===== src/verilog/dmip_map.svh =====
// Addresses, field positions, reset values and timing counts for the interrupt block
`ifndef DMIP_MAP_SVH
`define DMIP_MAP_SVH
`define DMIP_NSRC 19
`define DMIP_NSINGLE 12
`define DMIP_NDUPLEX 7
`define DMIP_NFIXED 4
`define DMIP_NPROG 15
`define DMIP_ACK_CLR_MASK 12'h037
`define DMIP_LVL_TOP 2'h3
`define DMIP_LVL_USER_MAX 2'h2
`define DMIP_PRIV_CODE 2'h0
`define DMIP_USER_CODE 2'h1
`define DMIP_MODE_RESET 8'h00
`define DMIP_DUAL_EN_BIT 0
`define DMIP_ADDR_GLOBAL_CTRL_STATUS_REG 16'h0000
`define DMIP_ADDR_WDOG 16'h0008
`define DMIP_ADDR_SLV_D0 16'h0020
`define DMIP_ADDR_SLV_ST 16'h0023
`define DMIP_ADDR_DUAL 16'h0420
`define DMIP_ADDR_QUAD_ST 16'h0500
`define DMIP_ADDR_TMRB_ST 16'h0501
`define DMIP_ADDR_TMRA_ST 16'h0502
`define DMIP_ADDR_CAP_ST 16'h0503
`define DMIP_ADDR_PWM 16'h0508
`define DMIP_ADDR_SER 16'h0510
`define DMIP_SER_STRIDE 16'h0010
`define DMIP_SER_ADDR_DATA 16'h0001
`define DMIP_SER_LAST 16'h0002
`define DMIP_ADDR_LVL0 16'h0600
`define DMIP_ADDR_LVL1 16'h0601
`define DMIP_ADDR_LVL2 16'h0602
`define DMIP_ADDR_LVL3 16'h0603
`define DMIP_ADDR_USR0 16'h0604
`define DMIP_ADDR_USR1 16'h0605
`define DMIP_ADDR_PEND0 16'h0608
`define DMIP_ADDR_PEND1 16'h0609
`define DMIP_ADDR_PEND2 16'h060A
`define DMIP_ADDR_MODE 16'h060B
`define DMIP_CLK_HZ 20000000
`define DMIP_PERIODIC_HZ 2000
`define DMIP_PERIOD_CYCLES (`DMIP_CLK_HZ / `DMIP_PERIODIC_HZ)
`endif


===== src/verilog/dmip_pkg.sv =====
// Types shared by the interrupt priority block
`default_nettype none
package dmip_pkg;
	typedef logic [1:0] dmip_level_t;
	typedef enum logic [4:0] {
		SRC_MODE_VIOL, SRC_STACK, SRC_WPROT, SRC_SWDOG, SRC_EXT1, SRC_EXT0,
		SRC_PERIODIC, SRC_QUAD, SRC_TMRB, SRC_TMRA, SRC_CAPTURE, SRC_PWM,
		SRC_SLAVE, SRC_SER_E, SRC_SER_F, SRC_SER_A, SRC_SER_B, SRC_SER_C, SRC_SER_D
	} dmip_src_t;
endpackage
`default_nettype wire


===== src/verilog/dmip_ctrl.sv =====
// Dual-mode interrupt priority controller, top level
// Contract
// - Interrupt, restart, system call enter privileged mode
// - User-enabled peripherals request only the lower levels
// - User source at level 3 requests level 2
// - Four protection sources always at level 3
// - Same level ranked in fixed source order
// - Acknowledge clears violation and external requests
// - Watchdog request held until control write
// - Periodic request cleared by global status read
// - Unit status read clears timer/decoder/capture requests
// - Slave data access or status write clears
// - Serial receive cleared by data reads
// - Serial transmit cleared by data/status writes
// - Mode restore rotates stack right two
// - Mode detect in user mode flags violation; the code flags it only with dual mode on
//
// The register addresses and the plain strobed port were left to the implementer.
`timescale 1ns/1ns
`default_nettype none
`include "dmip_map.svh"
module dmip_ctrl #(
	parameter int unsigned PERIOD_CYCLES = `DMIP_PERIOD_CYCLES // Periodic interval
) (
	input wire logic mclk, // Clock, 20 MHz
	input wire logic rst_b, // Async reset, low
	input wire logic [15:0] busAddr, // I/O address
	input wire logic [7:0] busWdata, // Write data
	input wire logic busWr, // Write strobe
	input wire logic busRd, // Read strobe
	output logic [7:0] busRdata, // Read data, next cycle
	input wire logic evtStackLimit, // Stack limit violation
	input wire logic evtWriteProt, // Write protect violation
	input wire logic evtSecWatchdog, // Secondary watchdog timeout
	input wire logic evtExt1, // External 1 event
	input wire logic evtExt0, // External 0 event
	input wire logic evtQuad, // Quadrature decoder
	input wire logic evtTimerB, // Timer B
	input wire logic evtTimerA, // Timer A
	input wire logic evtCapture, // Input capture
	input wire logic evtPwm, // PWM
	input wire logic evtSlaveRx, // Slave port, data to read
	input wire logic evtSlaveTx, // Slave port, room to write
	input wire logic [5:0] evtSerRx, // Serial E,F,A,B,C,D receive
	input wire logic [5:0] evtSerTx, // Serial E,F,A,B,C,D transmit
	input wire logic [1:0] cpuLevel, // Core priority level
	input wire logic intAck, // Core takes presented request
	input wire logic restartInstr, // Restart instruction
	input wire logic sysCallInstr, // System call instruction
	input wire logic setUserInstr, // Set-user instruction
	input wire logic modeRestoreInstr, // Mode restore instruction
	input wire logic modeDetectInstr, // Mode detect instruction
	output logic irqReq, // Request to core
	output dmip_pkg::dmip_level_t irqLevel, // Requested level
	output dmip_pkg::dmip_src_t irqSrc, // Requesting source
	output logic userMode, // Core in unprivileged mode
	output logic [7:0] modeStack // Mode stack contents
);
	logic [`DMIP_NSINGLE-1:0] flag_reg, flag_next;
	logic [`DMIP_NSINGLE-1:0] evtSet, clrSingle;
	logic [`DMIP_NSINGLE-1:0] ackHit, ackClr;
	logic [`DMIP_NDUPLEX-1:0] rxFlag_reg, rxFlag_next;
	logic [`DMIP_NDUPLEX-1:0] txFlag_reg, txFlag_next;
	logic [`DMIP_NDUPLEX-1:0] rxClr, txClr;
	logic [`DMIP_NSRC-1:0] srcReq;
	logic [2*`DMIP_NSRC-1:0] effLvl;
	logic [2*`DMIP_NPROG-1:0] lvlCfg_reg, lvlCfg_next;
	logic [`DMIP_NPROG-1:0] usrCfg_reg, usrCfg_next;
	logic dualEn_reg, dualEn_next;
	logic [13:0] perCnt_reg, perCnt_next;
	logic perTick_reg, perTick_next;
	logic irqReq_reg, irqReq_next;
	dmip_pkg::dmip_level_t irqLevel_reg, irqLevel_next;
	dmip_pkg::dmip_src_t irqSrc_reg, irqSrc_next;
	logic [7:0] rdata_reg, rdata_next;
	logic [7:0] readVal, modeStackQ;
	logic takeIrq, enterPriv, modeViolSet, selFound;
	dmip_pkg::dmip_level_t selLevel;
	dmip_pkg::dmip_src_t selSrc;

	// Core handshake and mode events
	assign takeIrq = intAck && irqReq_reg;
	assign enterPriv = takeIrq || restartInstr || sysCallInstr;
	// only user mode with dual mode on
	assign modeViolSet = modeDetectInstr && dualEn_reg && modeStackQ[0];

	dmip_mode_stack u_stack (
		.mclk(mclk),
		.rst_b(rst_b),
		.enter(enterPriv),
		.setUser(setUserInstr),
		.restore(modeRestoreInstr),
		.modeStack(modeStackQ)
	);

	// Periodic tick divider
	always_comb begin
		perTick_next = 1'b0;
		perCnt_next = perCnt_reg + 14'h0001;
		if (perCnt_reg == 14'(PERIOD_CYCLES - 1)) begin
			perCnt_next = 14'h0000;
			perTick_next = 1'b1;
		end
	end

	always_ff @(posedge mclk or negedge rst_b) begin
		if (!rst_b) begin
			perCnt_reg <= 14'h0000;
			perTick_reg <= 1'b0;
		end else begin
			perCnt_reg <= perCnt_next;
			perTick_reg <= perTick_next;
		end
	end

	// Event sets for single-flag sources
	assign evtSet = {evtPwm, evtCapture, evtTimerA, evtTimerB, evtQuad, perTick_reg,
		evtExt0, evtExt1, evtSecWatchdog, evtWriteProt, evtStackLimit, modeViolSet};

	// Acknowledge decode of the presented source
	assign ackHit = takeIrq ? 12'h001 << irqSrc_reg : 12'h000;
	assign ackClr = ackHit & `DMIP_ACK_CLR_MASK;

	// Clear decode for single-flag sources
	always_comb begin
		clrSingle = ackClr;
		clrSingle[3] = busWr && busAddr == `DMIP_ADDR_WDOG;
		clrSingle[6] = busRd && busAddr == `DMIP_ADDR_GLOBAL_CTRL_STATUS_REG;
		clrSingle[7] = busRd && busAddr == `DMIP_ADDR_QUAD_ST;
		clrSingle[8] = busRd && busAddr == `DMIP_ADDR_TMRB_ST;
		clrSingle[9] = busRd && busAddr == `DMIP_ADDR_TMRA_ST;
		clrSingle[10] = busRd && busAddr == `DMIP_ADDR_CAP_ST;
		clrSingle[11] = busWr && busAddr[15:2] == 14'(`DMIP_ADDR_PWM >> 2);
	end

	// Clear decode for slave and serial ports
	for (genvar j = 0; j < `DMIP_NDUPLEX; j++) begin : g_duplex
		if (j == 0) begin : g_slave
			assign rxClr[j] = busRd && busAddr[15:2] == 14'(`DMIP_ADDR_SLV_D0 >> 2)
				&& busAddr[1:0] != 2'h3;
			assign txClr[j] = busWr && busAddr[15:2] == 14'(`DMIP_ADDR_SLV_D0 >> 2);
		end else begin : g_serial
			localparam logic [15:0] BASE = 16'(`DMIP_ADDR_SER + (j - 1) * `DMIP_SER_STRIDE);
			assign rxClr[j] = busRd && busAddr[15:2] == BASE[15:2] && !busAddr[1];
			// data, address-data, last or status write
			assign txClr[j] = busWr && busAddr[15:2] == BASE[15:2];
		end
	end

	// Pending flags, a new event beats a clear
	always_comb begin
		flag_next = evtSet | (flag_reg & ~clrSingle);
		rxFlag_next = {evtSerRx, evtSlaveRx} | (rxFlag_reg & ~rxClr);
		txFlag_next = {evtSerTx, evtSlaveTx} | (txFlag_reg & ~txClr);
	end

	always_ff @(posedge mclk or negedge rst_b) begin
		if (!rst_b) begin
			flag_reg <= 12'h000;
			rxFlag_reg <= 7'h00;
			txFlag_reg <= 7'h00;
		end else begin
			flag_reg <= flag_next;
			rxFlag_reg <= rxFlag_next;
			txFlag_reg <= txFlag_next;
		end
	end

	assign srcReq = {rxFlag_reg | txFlag_reg, flag_reg};

	// Effective level per source
	for (genvar i = 0; i < `DMIP_NSRC; i++) begin : g_lvl
		if (i < `DMIP_NFIXED) begin : g_fixed
			assign effLvl[2*i +: 2] = `DMIP_LVL_TOP;
		end else begin : g_prog
			localparam int P = i - `DMIP_NFIXED;
			assign effLvl[2*i +: 2] =
				(usrCfg_reg[P] && lvlCfg_reg[2*P +: 2] == `DMIP_LVL_TOP)
				? `DMIP_LVL_USER_MAX : lvlCfg_reg[2*P +: 2];
		end
	end

	dmip_prio_sel u_sel (
		.req(srcReq),
		.lvl(effLvl),
		.cpuLevel(cpuLevel),
		.found(selFound),
		.level(selLevel),
		.src(selSrc)
	);

	// Presented request, held off one cycle after acknowledge
	always_comb begin
		irqReq_next = selFound && !takeIrq;
		irqLevel_next = selFound ? selLevel : 2'h0;
		irqSrc_next = selSrc;
	end

	always_ff @(posedge mclk or negedge rst_b) begin
		if (!rst_b) begin
			irqReq_reg <= 1'b0;
			irqLevel_reg <= 2'h0;
			irqSrc_reg <= dmip_pkg::SRC_MODE_VIOL;
		end else begin
			irqReq_reg <= irqReq_next;
			irqLevel_reg <= irqLevel_next;
			irqSrc_reg <= irqSrc_next;
		end
	end

	// Configuration register writes
	always_comb begin
		lvlCfg_next = lvlCfg_reg;
		usrCfg_next = usrCfg_reg;
		dualEn_next = dualEn_reg;
		if (busWr) begin
			case (busAddr)
				`DMIP_ADDR_LVL0: lvlCfg_next[7:0] = busWdata;
				`DMIP_ADDR_LVL1: lvlCfg_next[15:8] = busWdata;
				`DMIP_ADDR_LVL2: lvlCfg_next[23:16] = busWdata;
				`DMIP_ADDR_LVL3: lvlCfg_next[29:24] = busWdata[5:0];
				`DMIP_ADDR_USR0: usrCfg_next[7:0] = busWdata;
				`DMIP_ADDR_USR1: usrCfg_next[14:8] = busWdata[6:0];
				`DMIP_ADDR_DUAL: dualEn_next = busWdata[`DMIP_DUAL_EN_BIT];
				default: ;
			endcase
		end
	end

	always_ff @(posedge mclk or negedge rst_b) begin
		if (!rst_b) begin
			lvlCfg_reg <= 30'h00000000;
			usrCfg_reg <= 15'h0000;
			dualEn_reg <= 1'b0;
		end else begin
			lvlCfg_reg <= lvlCfg_next;
			usrCfg_reg <= usrCfg_next;
			dualEn_reg <= dualEn_next;
		end
	end

	// Read mux, data valid only in the cycle after the strobe
	always_comb begin
		case (busAddr)
			`DMIP_ADDR_LVL0: readVal = lvlCfg_reg[7:0];
			`DMIP_ADDR_LVL1: readVal = lvlCfg_reg[15:8];
			`DMIP_ADDR_LVL2: readVal = lvlCfg_reg[23:16];
			`DMIP_ADDR_LVL3: readVal = {2'h0, lvlCfg_reg[29:24]};
			`DMIP_ADDR_USR0: readVal = usrCfg_reg[7:0];
			`DMIP_ADDR_USR1: readVal = {1'b0, usrCfg_reg[14:8]};
			`DMIP_ADDR_DUAL: readVal = {7'h00, dualEn_reg};
			`DMIP_ADDR_PEND0: readVal = srcReq[7:0];
			`DMIP_ADDR_PEND1: readVal = srcReq[15:8];
			`DMIP_ADDR_PEND2: readVal = {5'h00, srcReq[18:16]};
			`DMIP_ADDR_MODE: readVal = modeStackQ;
			default: readVal = 8'h00;
		endcase
		rdata_next = busRd ? readVal : 8'h00;
	end

	always_ff @(posedge mclk or negedge rst_b) begin
		if (!rst_b) begin
			rdata_reg <= 8'h00;
		end else begin
			rdata_reg <= rdata_next;
		end
	end

	// Outputs
	assign busRdata = rdata_reg;
	assign irqReq = irqReq_reg;
	assign irqLevel = irqLevel_reg;
	assign irqSrc = irqSrc_reg;
	assign userMode = modeStackQ[0];
	assign modeStack = modeStackQ;

	// Checker helpers
	logic selUser, beaten;
	assign selUser = selSrc >= dmip_pkg::SRC_EXT1 && usrCfg_reg[4'(selSrc - 5'h04)];
	always_comb begin
		beaten = 1'b0;
		for (int k = 0; k < `DMIP_NSRC; k++) begin
			if (srcReq[k] && effLvl[2*k +: 2] > cpuLevel) begin
				if (effLvl[2*k +: 2] > selLevel) begin
					beaten = 1'b1;
				end
				if (effLvl[2*k +: 2] == selLevel && k < int'(selSrc)) begin
					beaten = 1'b1;
				end
			end
		end
	end
endmodule
`default_nettype wire


===== src/verilog/dmip_prio_sel.sv =====
// Fixed-order priority selector over all interrupt sources
`timescale 1ns/1ns
`default_nettype none
`include "dmip_map.svh"
module dmip_prio_sel (
	input wire logic [`DMIP_NSRC-1:0] req, // Pending per source
	input wire logic [2*`DMIP_NSRC-1:0] lvl, // Effective level per source
	input wire logic [1:0] cpuLevel, // Level the core runs at
	output logic found, // A request beats the core level
	output dmip_pkg::dmip_level_t level, // Winning level
	output dmip_pkg::dmip_src_t src // Winning source
);
	// Highest level wins, lower index wins a tie
	always_comb begin
		found = 1'b0;
		level = 2'h0;
		src = dmip_pkg::SRC_MODE_VIOL;
		for (int i = `DMIP_NSRC - 1; i >= 0; i--) begin
			if (req[i] && lvl[2*i +: 2] > cpuLevel && lvl[2*i +: 2] >= level) begin
				found = 1'b1;
				level = lvl[2*i +: 2];
				src = dmip_pkg::dmip_src_t'(i[4:0]);
			end
		end
	end
endmodule
`default_nettype wire


===== src/verilog/dmip_mode_stack.sv =====
// Privileged/unprivileged mode stack register
`timescale 1ns/1ns
`default_nettype none
`include "dmip_map.svh"
module dmip_mode_stack (
	input wire logic mclk, // Clock
	input wire logic rst_b, // Async reset, low
	input wire logic enter, // Interrupt, restart or system call
	input wire logic setUser, // Enter unprivileged mode
	input wire logic restore, // Return to previous mode
	output logic [7:0] modeStack // Stack, current mode in low bits
);
	logic [7:0] stack_reg;
	logic [7:0] stack_next;

	// Entry wins over set and restore
	always_comb begin
		stack_next = stack_reg;
		if (enter) begin
			stack_next = {stack_reg[5:0], `DMIP_PRIV_CODE};
		end else if (setUser) begin
			stack_next = {stack_reg[5:0], `DMIP_USER_CODE};
		end else if (restore) begin
			stack_next = {stack_reg[1:0], stack_reg[7:2]};
		end
	end

	// Stack register
	always_ff @(posedge mclk or negedge rst_b) begin
		if (!rst_b) begin
			stack_reg <= `DMIP_MODE_RESET;
		end else begin
			stack_reg <= stack_next;
		end
	end

	assign modeStack = stack_reg;
endmodule
`default_nettype wire


===== config.mk =====
export PLATFORM = sky130hd
export DESIGN_NAME = dmip_ctrl
export DESIGN_NICKNAME = d
export VERILOG_FILES = /design/src/verilog/dmip_pkg.sv /design/src/verilog/dmip_ctrl.sv /design/src/verilog/dmip_prio_sel.sv /design/src/verilog/dmip_mode_stack.sv
export VERILOG_INCLUDE_DIRS = /design/src /design/src/verilog
export SDC_FILE = /design/constraint.sdc
export NUM_CORES = 1
export LEC_CHECK = 0
export BUFFER_PORTS_ARGS = -buffer_cell sky130_fd_sc_hd__buf_2
export CAP_MARGIN = 20
export CORE_MARGIN = 8
export CORE_UTILIZATION = 49
export CTS_CLUSTER_DIAMETER = 50
export DETAILED_ROUTE_END_ITERATION = 12
export GPL_ROUTABILITY_DRIVEN = 1
export HOLD_SLACK_MARGIN = 0.12
export PLACE_DENSITY_LB_ADDON = 0.08
export SKIP_LAST_GASP = 1
export SYNTH_ARGS = -nofsm -noshare
export SYNTH_HDL_FRONTEND = slang
export SYNTH_SLANG_ARGS = --single-unit

===== constraint.sdc =====
create_clock -name mclk -period 47.4 [get_ports mclk]
set_clock_uncertainty 0.05 [all_clocks]
set_input_delay 0 -clock mclk [delete_from_list [all_inputs] [get_ports mclk]]
set_output_delay 0 -clock mclk [all_outputs]
set_load 0.05 [all_outputs]

# After elaboration in Yosys (flattened, before gate mapping)
# Cells that the tools add are included.
[word_totals]
ff_bits = 111
inputBits = 60
output_inout_bits = 25
[op_classes]
add_sub_neg = 1
magnitude_cmp = 35
n_eq_ne = 41
n_shift = 1
muxes = 81
bitwise = 10
n_reduce_logical = 98
[ops]
columns = ["cell", "n"]
rows = [
  ["16-bit by 11-bit equality test with 1-bit output (second input constant)", 15],
  ["14-bit by 9-bit equality test with 1-bit output (second input constant)", 7],
  ["5-bit two-way mux", 19],
  ["8-bit case mux with 11 select lines", 1],
  ["1-bit logical AND", 85],
  ["2-bit two-way mux", 35],
  ["8-bit two-way mux", 4],
  ["2-bit equality test (second input constant)", 15],
  ["2-bit > comparator", 15],
  ["2-bit >= comparator", 14],
  ["7-bit OR", 3],
  ["1-bit two-way mux", 20],
  ["16-bit by 4-bit equality test with 1-bit output (second input constant)", 1],
  ["16-bit zero test", 1],
  ["14-bit by 1-bit adder with 14-bit output (second input constant)", 1],
  ["7-bit AND", 2],
  ["14-bit equality test (second input constant)", 1],
  ["14-bit by 4-bit equality test with 1-bit output (second input constant)", 1],
  ["14-bit two-way mux", 1],
  ["7-bit NOT", 2],
  ["2-bit AND reduction", 7],
  ["12-bit AND", 1],
  ["12-bit NOT", 1],
  ["12-bit OR", 1],
  ["other kinds (9)", 14],
]

# Depth between registers and ports, before layout
# Gate-level depths: netlist (run 1).
[logic_depth]
word_depth = 62
mapped_depth = 102
mapped_depth_nobuf = 102

# Hierarchy
# Synthesis (run 1) repeated with hierarchy kept, for this count alone.
[unflattened]
hier_cells = 843
hier_area_um2 = 8232.9
[modules_own_cells]
columns = ["module", "n_inst", "cells_each", "area_per_inst_um2", "seq_area_each_um2"]
rows = [
  ["dmip_ctrl", 1, 439, 5154.9, 2577.5],
  ["dmip_prio_sel", 1, 370, 2683.8, 0.0],
  ["dmip_mode_stack", 1, 34, 394.1, 200.2],
]

# Least setup slack after synthesis (run 1)
# No wires, ideal clock.
[synth_timing]
kind = "register to register"
start = "register lvlCfg_reg[29]"
end = "register irqReq_reg (netlist: irqReq)"
setup_ns = 0.124
arrival_time_ns = 17.596
t_required_ns = 47.226
slack_ns = 29.630
path_stages_with_launch = 99
period_less_slack_ns = 17.770
cell_sequence = "dfrtp_1 clkbuf_1 ha_1 nor2b_1 o21ai_0 nor2_1 ha_1 nand2b_4 a21oi_1 nor3_1 a21o_1 ha_1 nor2b_1 or3_2 a21oi_1 nor2_1 ha_1 nand2b_1 [63 not listed] or2b_2 o221ai_2 and2_2 ha_1 nand2b_1 maj3_1 nand2_1 nor2_1 a31oi_2 inv_1 ha_1 nand2b_1 a21o_2 o2111ai_1 nand4_1 nor2_1 nand2_1 o31a_1"
[synth_via]
elab_chain_len = 62
word_cells_on_any_way = 81
[synth_lines]
columns = ["element", "line_no", "text"]
rows = [
  ["from (decl)", "dmip_ctrl.sv:67", "logic [2*`DMIP_NPROG-1:0] lvlCfg_reg, lvlCfg_next;"],
  ["from (signal assigned)", "dmip_ctrl.sv:236", "lvlCfg_reg <= lvlCfg_next;"],
  ["2-bit equality test (no line)", "--", ""],
  ["1-bit logical AND (no line)", "--", ""],
  ["2-bit two-way mux *", "dmip_ctrl.sv:178", "(usrCfg_reg[P] && lvlCfg_reg[2*P +: 2] == `DMIP_LVL_TOP)"],
  ["2-bit > comparator", "--", ""],
  ["1-bit logical AND (2 in a row)", "dmip_prio_sel.sv:19", "if (req[i] && lvl[2*i +: 2] > cpuLevel && lvl[2*i +: 2] >= level) begin"],
  ["2-bit two-way mux", "dmip_prio_sel.sv:19", ""],
  ["2-bit >= comparator", "dmip_prio_sel.sv:19", ""],
  ["1-bit logical AND", "dmip_prio_sel.sv:19", ""],
  ["[46 not listed]", "--", ""],
  ["2-bit >= comparator", "dmip_prio_sel.sv:19", ""],
  ["1-bit logical AND", "dmip_prio_sel.sv:19", ""],
  ["2-bit two-way mux", "dmip_prio_sel.sv:19", ""],
  ["2-bit >= comparator", "dmip_prio_sel.sv:19", ""],
  ["1-bit logical AND", "dmip_prio_sel.sv:19", ""],
  ["1-bit two-way mux *", "dmip_prio_sel.sv:19", ""],
  ["1-bit logical AND *", "dmip_ctrl.sv:194", "irqReq_next = selFound && !takeIrq;"],
  ["named net irqReq_next", "dmip_ctrl.sv:72", "logic irqReq_reg, irqReq_next;"],
  ["to (signal assigned)", "dmip_ctrl.sv:205", "irqReq_reg <= irqReq_next;"],
  ["to (decl)", "dmip_ctrl.sv:72", ""],
]
# Mark *: on every way through the listed nets, which the timed path passes. The rest lies on a longest branch.
# A chain may end at the register's enable or synchronous reset.

# Worst setup path after layout (run 1)
[layout_timing]
start = "input cpuLevel[1]"
end = "register irqReq_reg (netlist: irqReq)"
[layout_via]
elab_chain_len = 59
word_cells_on_any_way = 110
[layout_lines]
columns = ["element", "line_no", "text"]
rows = [
  ["from (decl)", "dmip_ctrl.sv:46", "input wire logic [1:0] cpuLevel,"],
  ["2-bit > comparator", "--", ""],
  ["1-bit logical AND (2 in a row)", "dmip_prio_sel.sv:19", ""],
  ["2-bit two-way mux", "dmip_prio_sel.sv:19", ""],
  ["2-bit >= comparator", "dmip_prio_sel.sv:19", ""],
  ["1-bit logical AND", "dmip_prio_sel.sv:19", ""],
  ["2-bit two-way mux", "dmip_prio_sel.sv:19", ""],
  ["2-bit >= comparator", "dmip_prio_sel.sv:19", ""],
  ["1-bit logical AND", "dmip_prio_sel.sv:19", ""],
  ["[43 not listed]", "--", ""],
  ["2-bit >= comparator", "dmip_prio_sel.sv:19", ""],
  ["1-bit logical AND", "dmip_prio_sel.sv:19", ""],
  ["2-bit two-way mux", "dmip_prio_sel.sv:19", ""],
  ["2-bit >= comparator", "dmip_prio_sel.sv:19", ""],
  ["1-bit logical AND", "dmip_prio_sel.sv:19", ""],
  ["1-bit two-way mux *", "dmip_prio_sel.sv:19", ""],
  ["1-bit logical AND *", "dmip_ctrl.sv:194", ""],
  ["named net irqReq_next", "dmip_ctrl.sv:72", ""],
]
# Marks and branches as above.

==> reports/summary.txt, run 1 <==
Flops & latches, synth = 111
Post-CTS Resized = 0
Final Instance Count excl. Fillers = 1083
Max-slew violations = 0
Critical path type = in2reg
Footprint of the multi-input gates = 4230 sq um
Post-Place Setup Slack = 27.55 ns
FMAX = 49.4 MHz
Residual DRC count = 0
Rows = 44
Synthesized Nets = 870
Largest net degree at the start of global routing = 67
Syn. warnings = 0
Clk buf depth = 2
Clock Pin Slew Worst Setup and Hold Paths = 0.08 ns
WP data arrival = 20.45 ns
CTS tree = done
Cell mode on critical path = ha_1
Area Growth Syn to Fin = 20.4%
Root buf cell = clkbuf_16
Most frequent cell after synthesis = dfrtp_1
Post-route cell area = 8680 sq um
Routed vias = 6600
FFs w/ async S/R, synth = 100%
Top post-synthesis cells by area = dfrtp_1 39%, ha_1 8.2%, mux2_2 7.2%
Drt pass-1 iters = 6
Fin crit share = 42.7%
GPL Wtd Cong = 0.936
Data required, critical path = 47.59 ns
Die area = 18800 sq um
Net switching power = 0.0625 mW
Overall power = 0.209 mW
Max VDD drop = 0.0208 mV
Total wire length = 22500 um
Antenna violations before repair = 0
HP Class = in2reg
LEAKAGE = 3.88 nW
Fill cell count = 1217
Max FFs per register = 30
Post-Syn Area = 7210 sq um
Final core utilization = 59.9%
Fin. Hold Viols = 0
Setup ws final = 27.14 ns
RSZ-0062 raised after global routing = no
Sequential power share = 46.8%
Cell count of the worst reg-to-reg path = 97
CTS H-tree lvls = 3
Crit start category = input pin
Syn_area_per_cell = 9.44 sq um
Hold_sp = intAck
FF+latch area = 2780 sq um
WHS Endpoint = irqReq
Layout cells sized above 1 = 20.0%
GR Overflow Total = 0
Final hold slack = 0.142 ns
Total GRT Usage = 24.6%
Vias in the first global route = 6483
Die Height = 137 um
CP max FO = 15
Least-Margin Pin Slew = 0.986 ns
Iter 0 DRT Violations = 570
Int Pwr = 0.146 mW
Sw frac = 29.9%
WHS Path Cells = 3
TNS Setup = 0 ns
R2r setup slk = 27.26 ns
Clock Power Share = 36.5%
Placed Area = 7760 sq um
DPL Wire Length = 17100 um
Inserted Clock Buffers = 9
Top-area cell type share of the netlist area = 38.5%
Cells after DPL = 1004
PortBufs = 84
Area of the core = 14500 sq um
Sequential cell area fraction in the yosys report = 38.5%
Routed Antenna Nets = 0
FF-to-FF End = irqReq
Max cap viols = 0
EDFF count, synth = 0
Global-route wire length before repair = 35500 um
Synth top cells by count = 111 x dfrtp_1, 103 x nand2_1, 62 x nor2_1
# IOs = 85
Final worst path period need = 20.26 ns
Syn Inst Count = 763
Layout Nets = 1001
Clk_lat worst skew = 0.37 ns
Final setup fails = 0
Die X-Extent = 137 um
Wire per inst = 20.8 um
Vias per cell = 6.09
Most used flip-flop cell after synthesis = dfrtp_1
Crit end category = flip-flop
Clock Sinks = 111
Slew Limit Headroom = 33.8%
Starting Density = 49.8%
Synth unique cells = 80
Comb pwr share = 16.7%
Worst r2r src = lvlCfg_reg[29]
Pwr dens = 24.1 nW/um^2
Outcome = complete, no violations
CP max-delay cell = o21ai_0
ANT cells = 0
Max incr delay on CP = 0.62 ns
Synth area leader = dfrtp_1
[power groups by stage]
| stage | Clock, mW | Sequential, mW | Combinational, mW |
|---|---|---|---|
| final | 0.0763 | 0.0977 | 0.0350 |
| after global placement | 0 | 0.0995 | 0.0309 |
| after global routing | 0.0810 | 0.0979 | 0.0385 |
| after floorplan | 0 | 0.103 | 0.0161 |
| after CTS | 0.0772 | 0.0977 | 0.0348 |
| after detailed placement | 0 | 0.0996 | 0.0320 |
[critical path: cells and delay by family]
family                     cells  cell delay (ns)
and+or+nand+nor               47             7.56
AOI/OAI and AO/OA             28             6.11
buffers and inverters          7             1.17
adders and majority gates     19             5.52
[what timing repair did]
action,4_1_cts,5_1_grt
setup buffers,0,0
endpoints found under the hold margin,158,0
hold buffers,63,0
setup endpoints to repair,0,0
[worst max path at each step]
stage	depth (start not counted)	end	slack (ns)	from
detailed placement	98	irqReq	27.55	lvlCfg_reg[29]
global route	102	irqReq	25.77	cpuLevel[1]
CTS	102	irqReq	27.32	cpuLevel[1]
floorplan	98	irqReq	29.63	lvlCfg_reg[29]
global placement	97	irqReq	28.07	lvlCfg_reg[29]
finish	101	irqReq	27.14	cpuLevel[1]
[cells in the final DEF (no fill, tap or decap), types with 15 or more instances in the layout]
master / instances
nor2_1: 62
a21oi_1: 28
nand3_1: 25
a21o_1: 26
buf_2: 83
mux2_2: 46
dfrtp_1: 111
nand4_1: 15
ha_1: 47
nor3_1: 16
dlygate4sd3_1: 63
nand2_1: 103
o21ai_0: 17
inv_1: 20
nor2b_1: 19
nand2b_1: 19
[area by class of cell]
class	instances	share of cell area, %
multi-input combinational	602	48.7
sequential	111	32.0
timing repair buffer	150	12.4
tap	184	2.65
clock buffer	9	2.60
inverter	20	0.865
clock inverter	7	0.736
[logic make-up (layout without fill, tap and decap cells)]
group	Yosys count	in the layout	share of synthesized area, %
buf+inv	50	186	2.87
simple gates	307	307	21.3
mux	60	60	9.13
compound gates	173	173	18.1
fa+ha+maj	51	51	8.72
xor+xnor	11	11	1.34
flops	111	111	38.5
[per-layer routing]
metal  up-vias  wire length, um  global-route usage [%]
met5         -                0                       0
met4         0              654                    8.27
met3        46             1590                    5.07
met2       266            10300                    39.3
met1      3210            10000                    32.6
li1       3078                -                       -
Power figures use the tool's default switching activity.
==> run 2, diff against run 1 <==
clock period = 17.9 ns   (was 47.4 ns; I/O delays follow)
==> reports/summary.txt, run 2 (same netlist as run 1, synthesis figures left out) <==
Outcome = complete, no violations
Final Instance Count excl. Fillers = 1151
Slew Limit Headroom = 33.9%
Max cap viols = 0
Area Growth Syn to Fin = 31.9%
Routed Antenna Nets = 0
Iter 0 DRT Violations = 440
GR Util met1 = 33.1%
Die area = 18800 sq um
CTS H-tree lvls = 3
Die X-Extent = 137 um
Final worst path period need = 17.35 ns
Drt pass-1 iters = 5
Sw frac = 28.0%
Post-Place Setup Slack = -0.425 ns
Fin. Hold Viols = 0
Residual DRC count = 0
WP data arrival = 17.53 ns
Starting Density = 49.8%
Int Pwr = 0.418 mW
Area of the core = 14500 sq um
Global-route wire length before repair = 36600 um
Commonest non-fill, non-tap cell in the layout = dfrtp_1
Max VDD drop = 0.0635 mV
Clock Power Share = 34.8%
Max incr delay on CP = 0.54 ns
Inserted Clock Buffers = 9
ANT cells = 0
Routed vias = 6895
Total GRT Usage = 25.0%
FF+latch area = 2780 sq um
CP startpoint = lvlCfg_reg[29]
Wire per inst = 20.7 um
Final setup fails = 0
CP max FO = 5
FMAX = 57.6 MHz
Die Height = 137 um
Critical path type = reg2reg
Routing usage on met3 = 4.23%
# IOs = 85
Max-slew violations = 0
Cell mode on critical path = ha_1
Vias per cell = 5.99
GR Overflow Total = 0
CTS tree = done
Grt met2 use = 39.7%
Worst r2r src = lvlCfg_reg[29]
LEAKAGE = 4.33 nW
Clock Pin Slew Worst Setup and Hold Paths = 0.08 ns
Cells after DPL = 1033
Final core utilization = 65.7%
Root buf cell = clkbuf_16
Most Used Layer, Global Route = met2
TNS Setup = 0 ns
Fill cell count = 1164
Clk buf depth = 2
PortBufs = 84
Net switching power = 0.163 mW
Footprint of the multi-input gates = 4540 sq um
Overall power = 0.580 mW
DPL Wire Length = 17200 um
Vias in the first global route = 6961
Total wire length = 23900 um
Most frequent cells in the layout = 111 x dfrtp_1, 93 x nand2_1, 83 x buf_2
Clk_lat worst skew = 0.36 ns
HP Class = in2reg
Comb pwr share = 20.6%
Largest net degree at the start of global routing = 68
Hold_sp = intAck
Rows = 44
Crit start category = flip-flop
Data required, critical path = 18.08 ns
Layout cells sized above 1 = 30.9%
Fin crit share = 96.9%
Sequential power share = 44.6%
Least-Margin Pin Slew = 0.977 ns
CP max-delay cell = or4_4
Setup ws final = 0.553 ns
Clock Sinks = 111
GPL Wtd Cong = 0.899
Pwr dens = 61.1 nW/um^2
Antenna violations before repair = 0
Crit end category = flip-flop
Max FFs per register = 30
Layout Nets = 1070
-- run 2: per-stage QoR --
step,hold slack (ns),cell area (sq um)
4_1_cts,0.127,9170
3_5_place_dp,0.117,7970
3_3_place_gp,0.102,7970
2_1_floorplan,-0.346,7210
5_1_grt,0.146,9510
6_report,0.164,9510
-- run 2: final cells by class --
class                      count  area share (%)
inverter                      20           0.790
multi-input combinational    602            47.8
tap                          184            2.42
clock buffer                  11            2.45
timing repair buffer         219            16.7
sequential                   111            29.2
clock inverter                 4           0.592
-- run 2: worst paths after layout --
check | slack (ns) | to | cells past startpoint
max reg2reg | 0.55 | irqReq | 98
min | 0.16 | irqReq | 3
min reg2reg | 0.38 | flag_reg[6] | 1
min in group asynchronous | 0.24 | u_stack.modeStack[5] | 2
max | 0.55 | irqReq | 98
max in group asynchronous | 16.43 | usrCfg_reg[2] | 3
-- run 2: repair_timing --
item	CTS	global route
setup buffers	28	13
gates resized for setup	23	51
pin swaps	16	47
endpoints found under the hold margin	158	0
hold buffers	62	0
setup endpoints to repair	8	8
-- run 2: power groups by stage --
stage | combinational, mW | clock [mW] | sequential, mW
2_1_floorplan | 0.0427 | 0 | 0.272
3_3_place_gp | 0.0874 | 0 | 0.263
3_5_place_dp | 0.0893 | 0 | 0.264
4_1_cts | 0.105 | 0.205 | 0.259
5_1_grt | 0.129 | 0.214 | 0.259
6_report | 0.120 | 0.202 | 0.259
-- run 2: critical path, delay by kind of cell, from the launching register on --
kind	cells	cell delay, ns
simple gates	45	6.05
compound gates	30	5.28
fa+ha+maj	19	5.12
flops	1	0.42
buf+inv	4	0.29
-- run 2: per-layer routing --
metal / vias up / wire, um
met5: - / 0
met4: 0 / 780
met3: 47 / 1690
met2: 287 / 11200
met1: 3360 / 10200
li1: 3201 / -
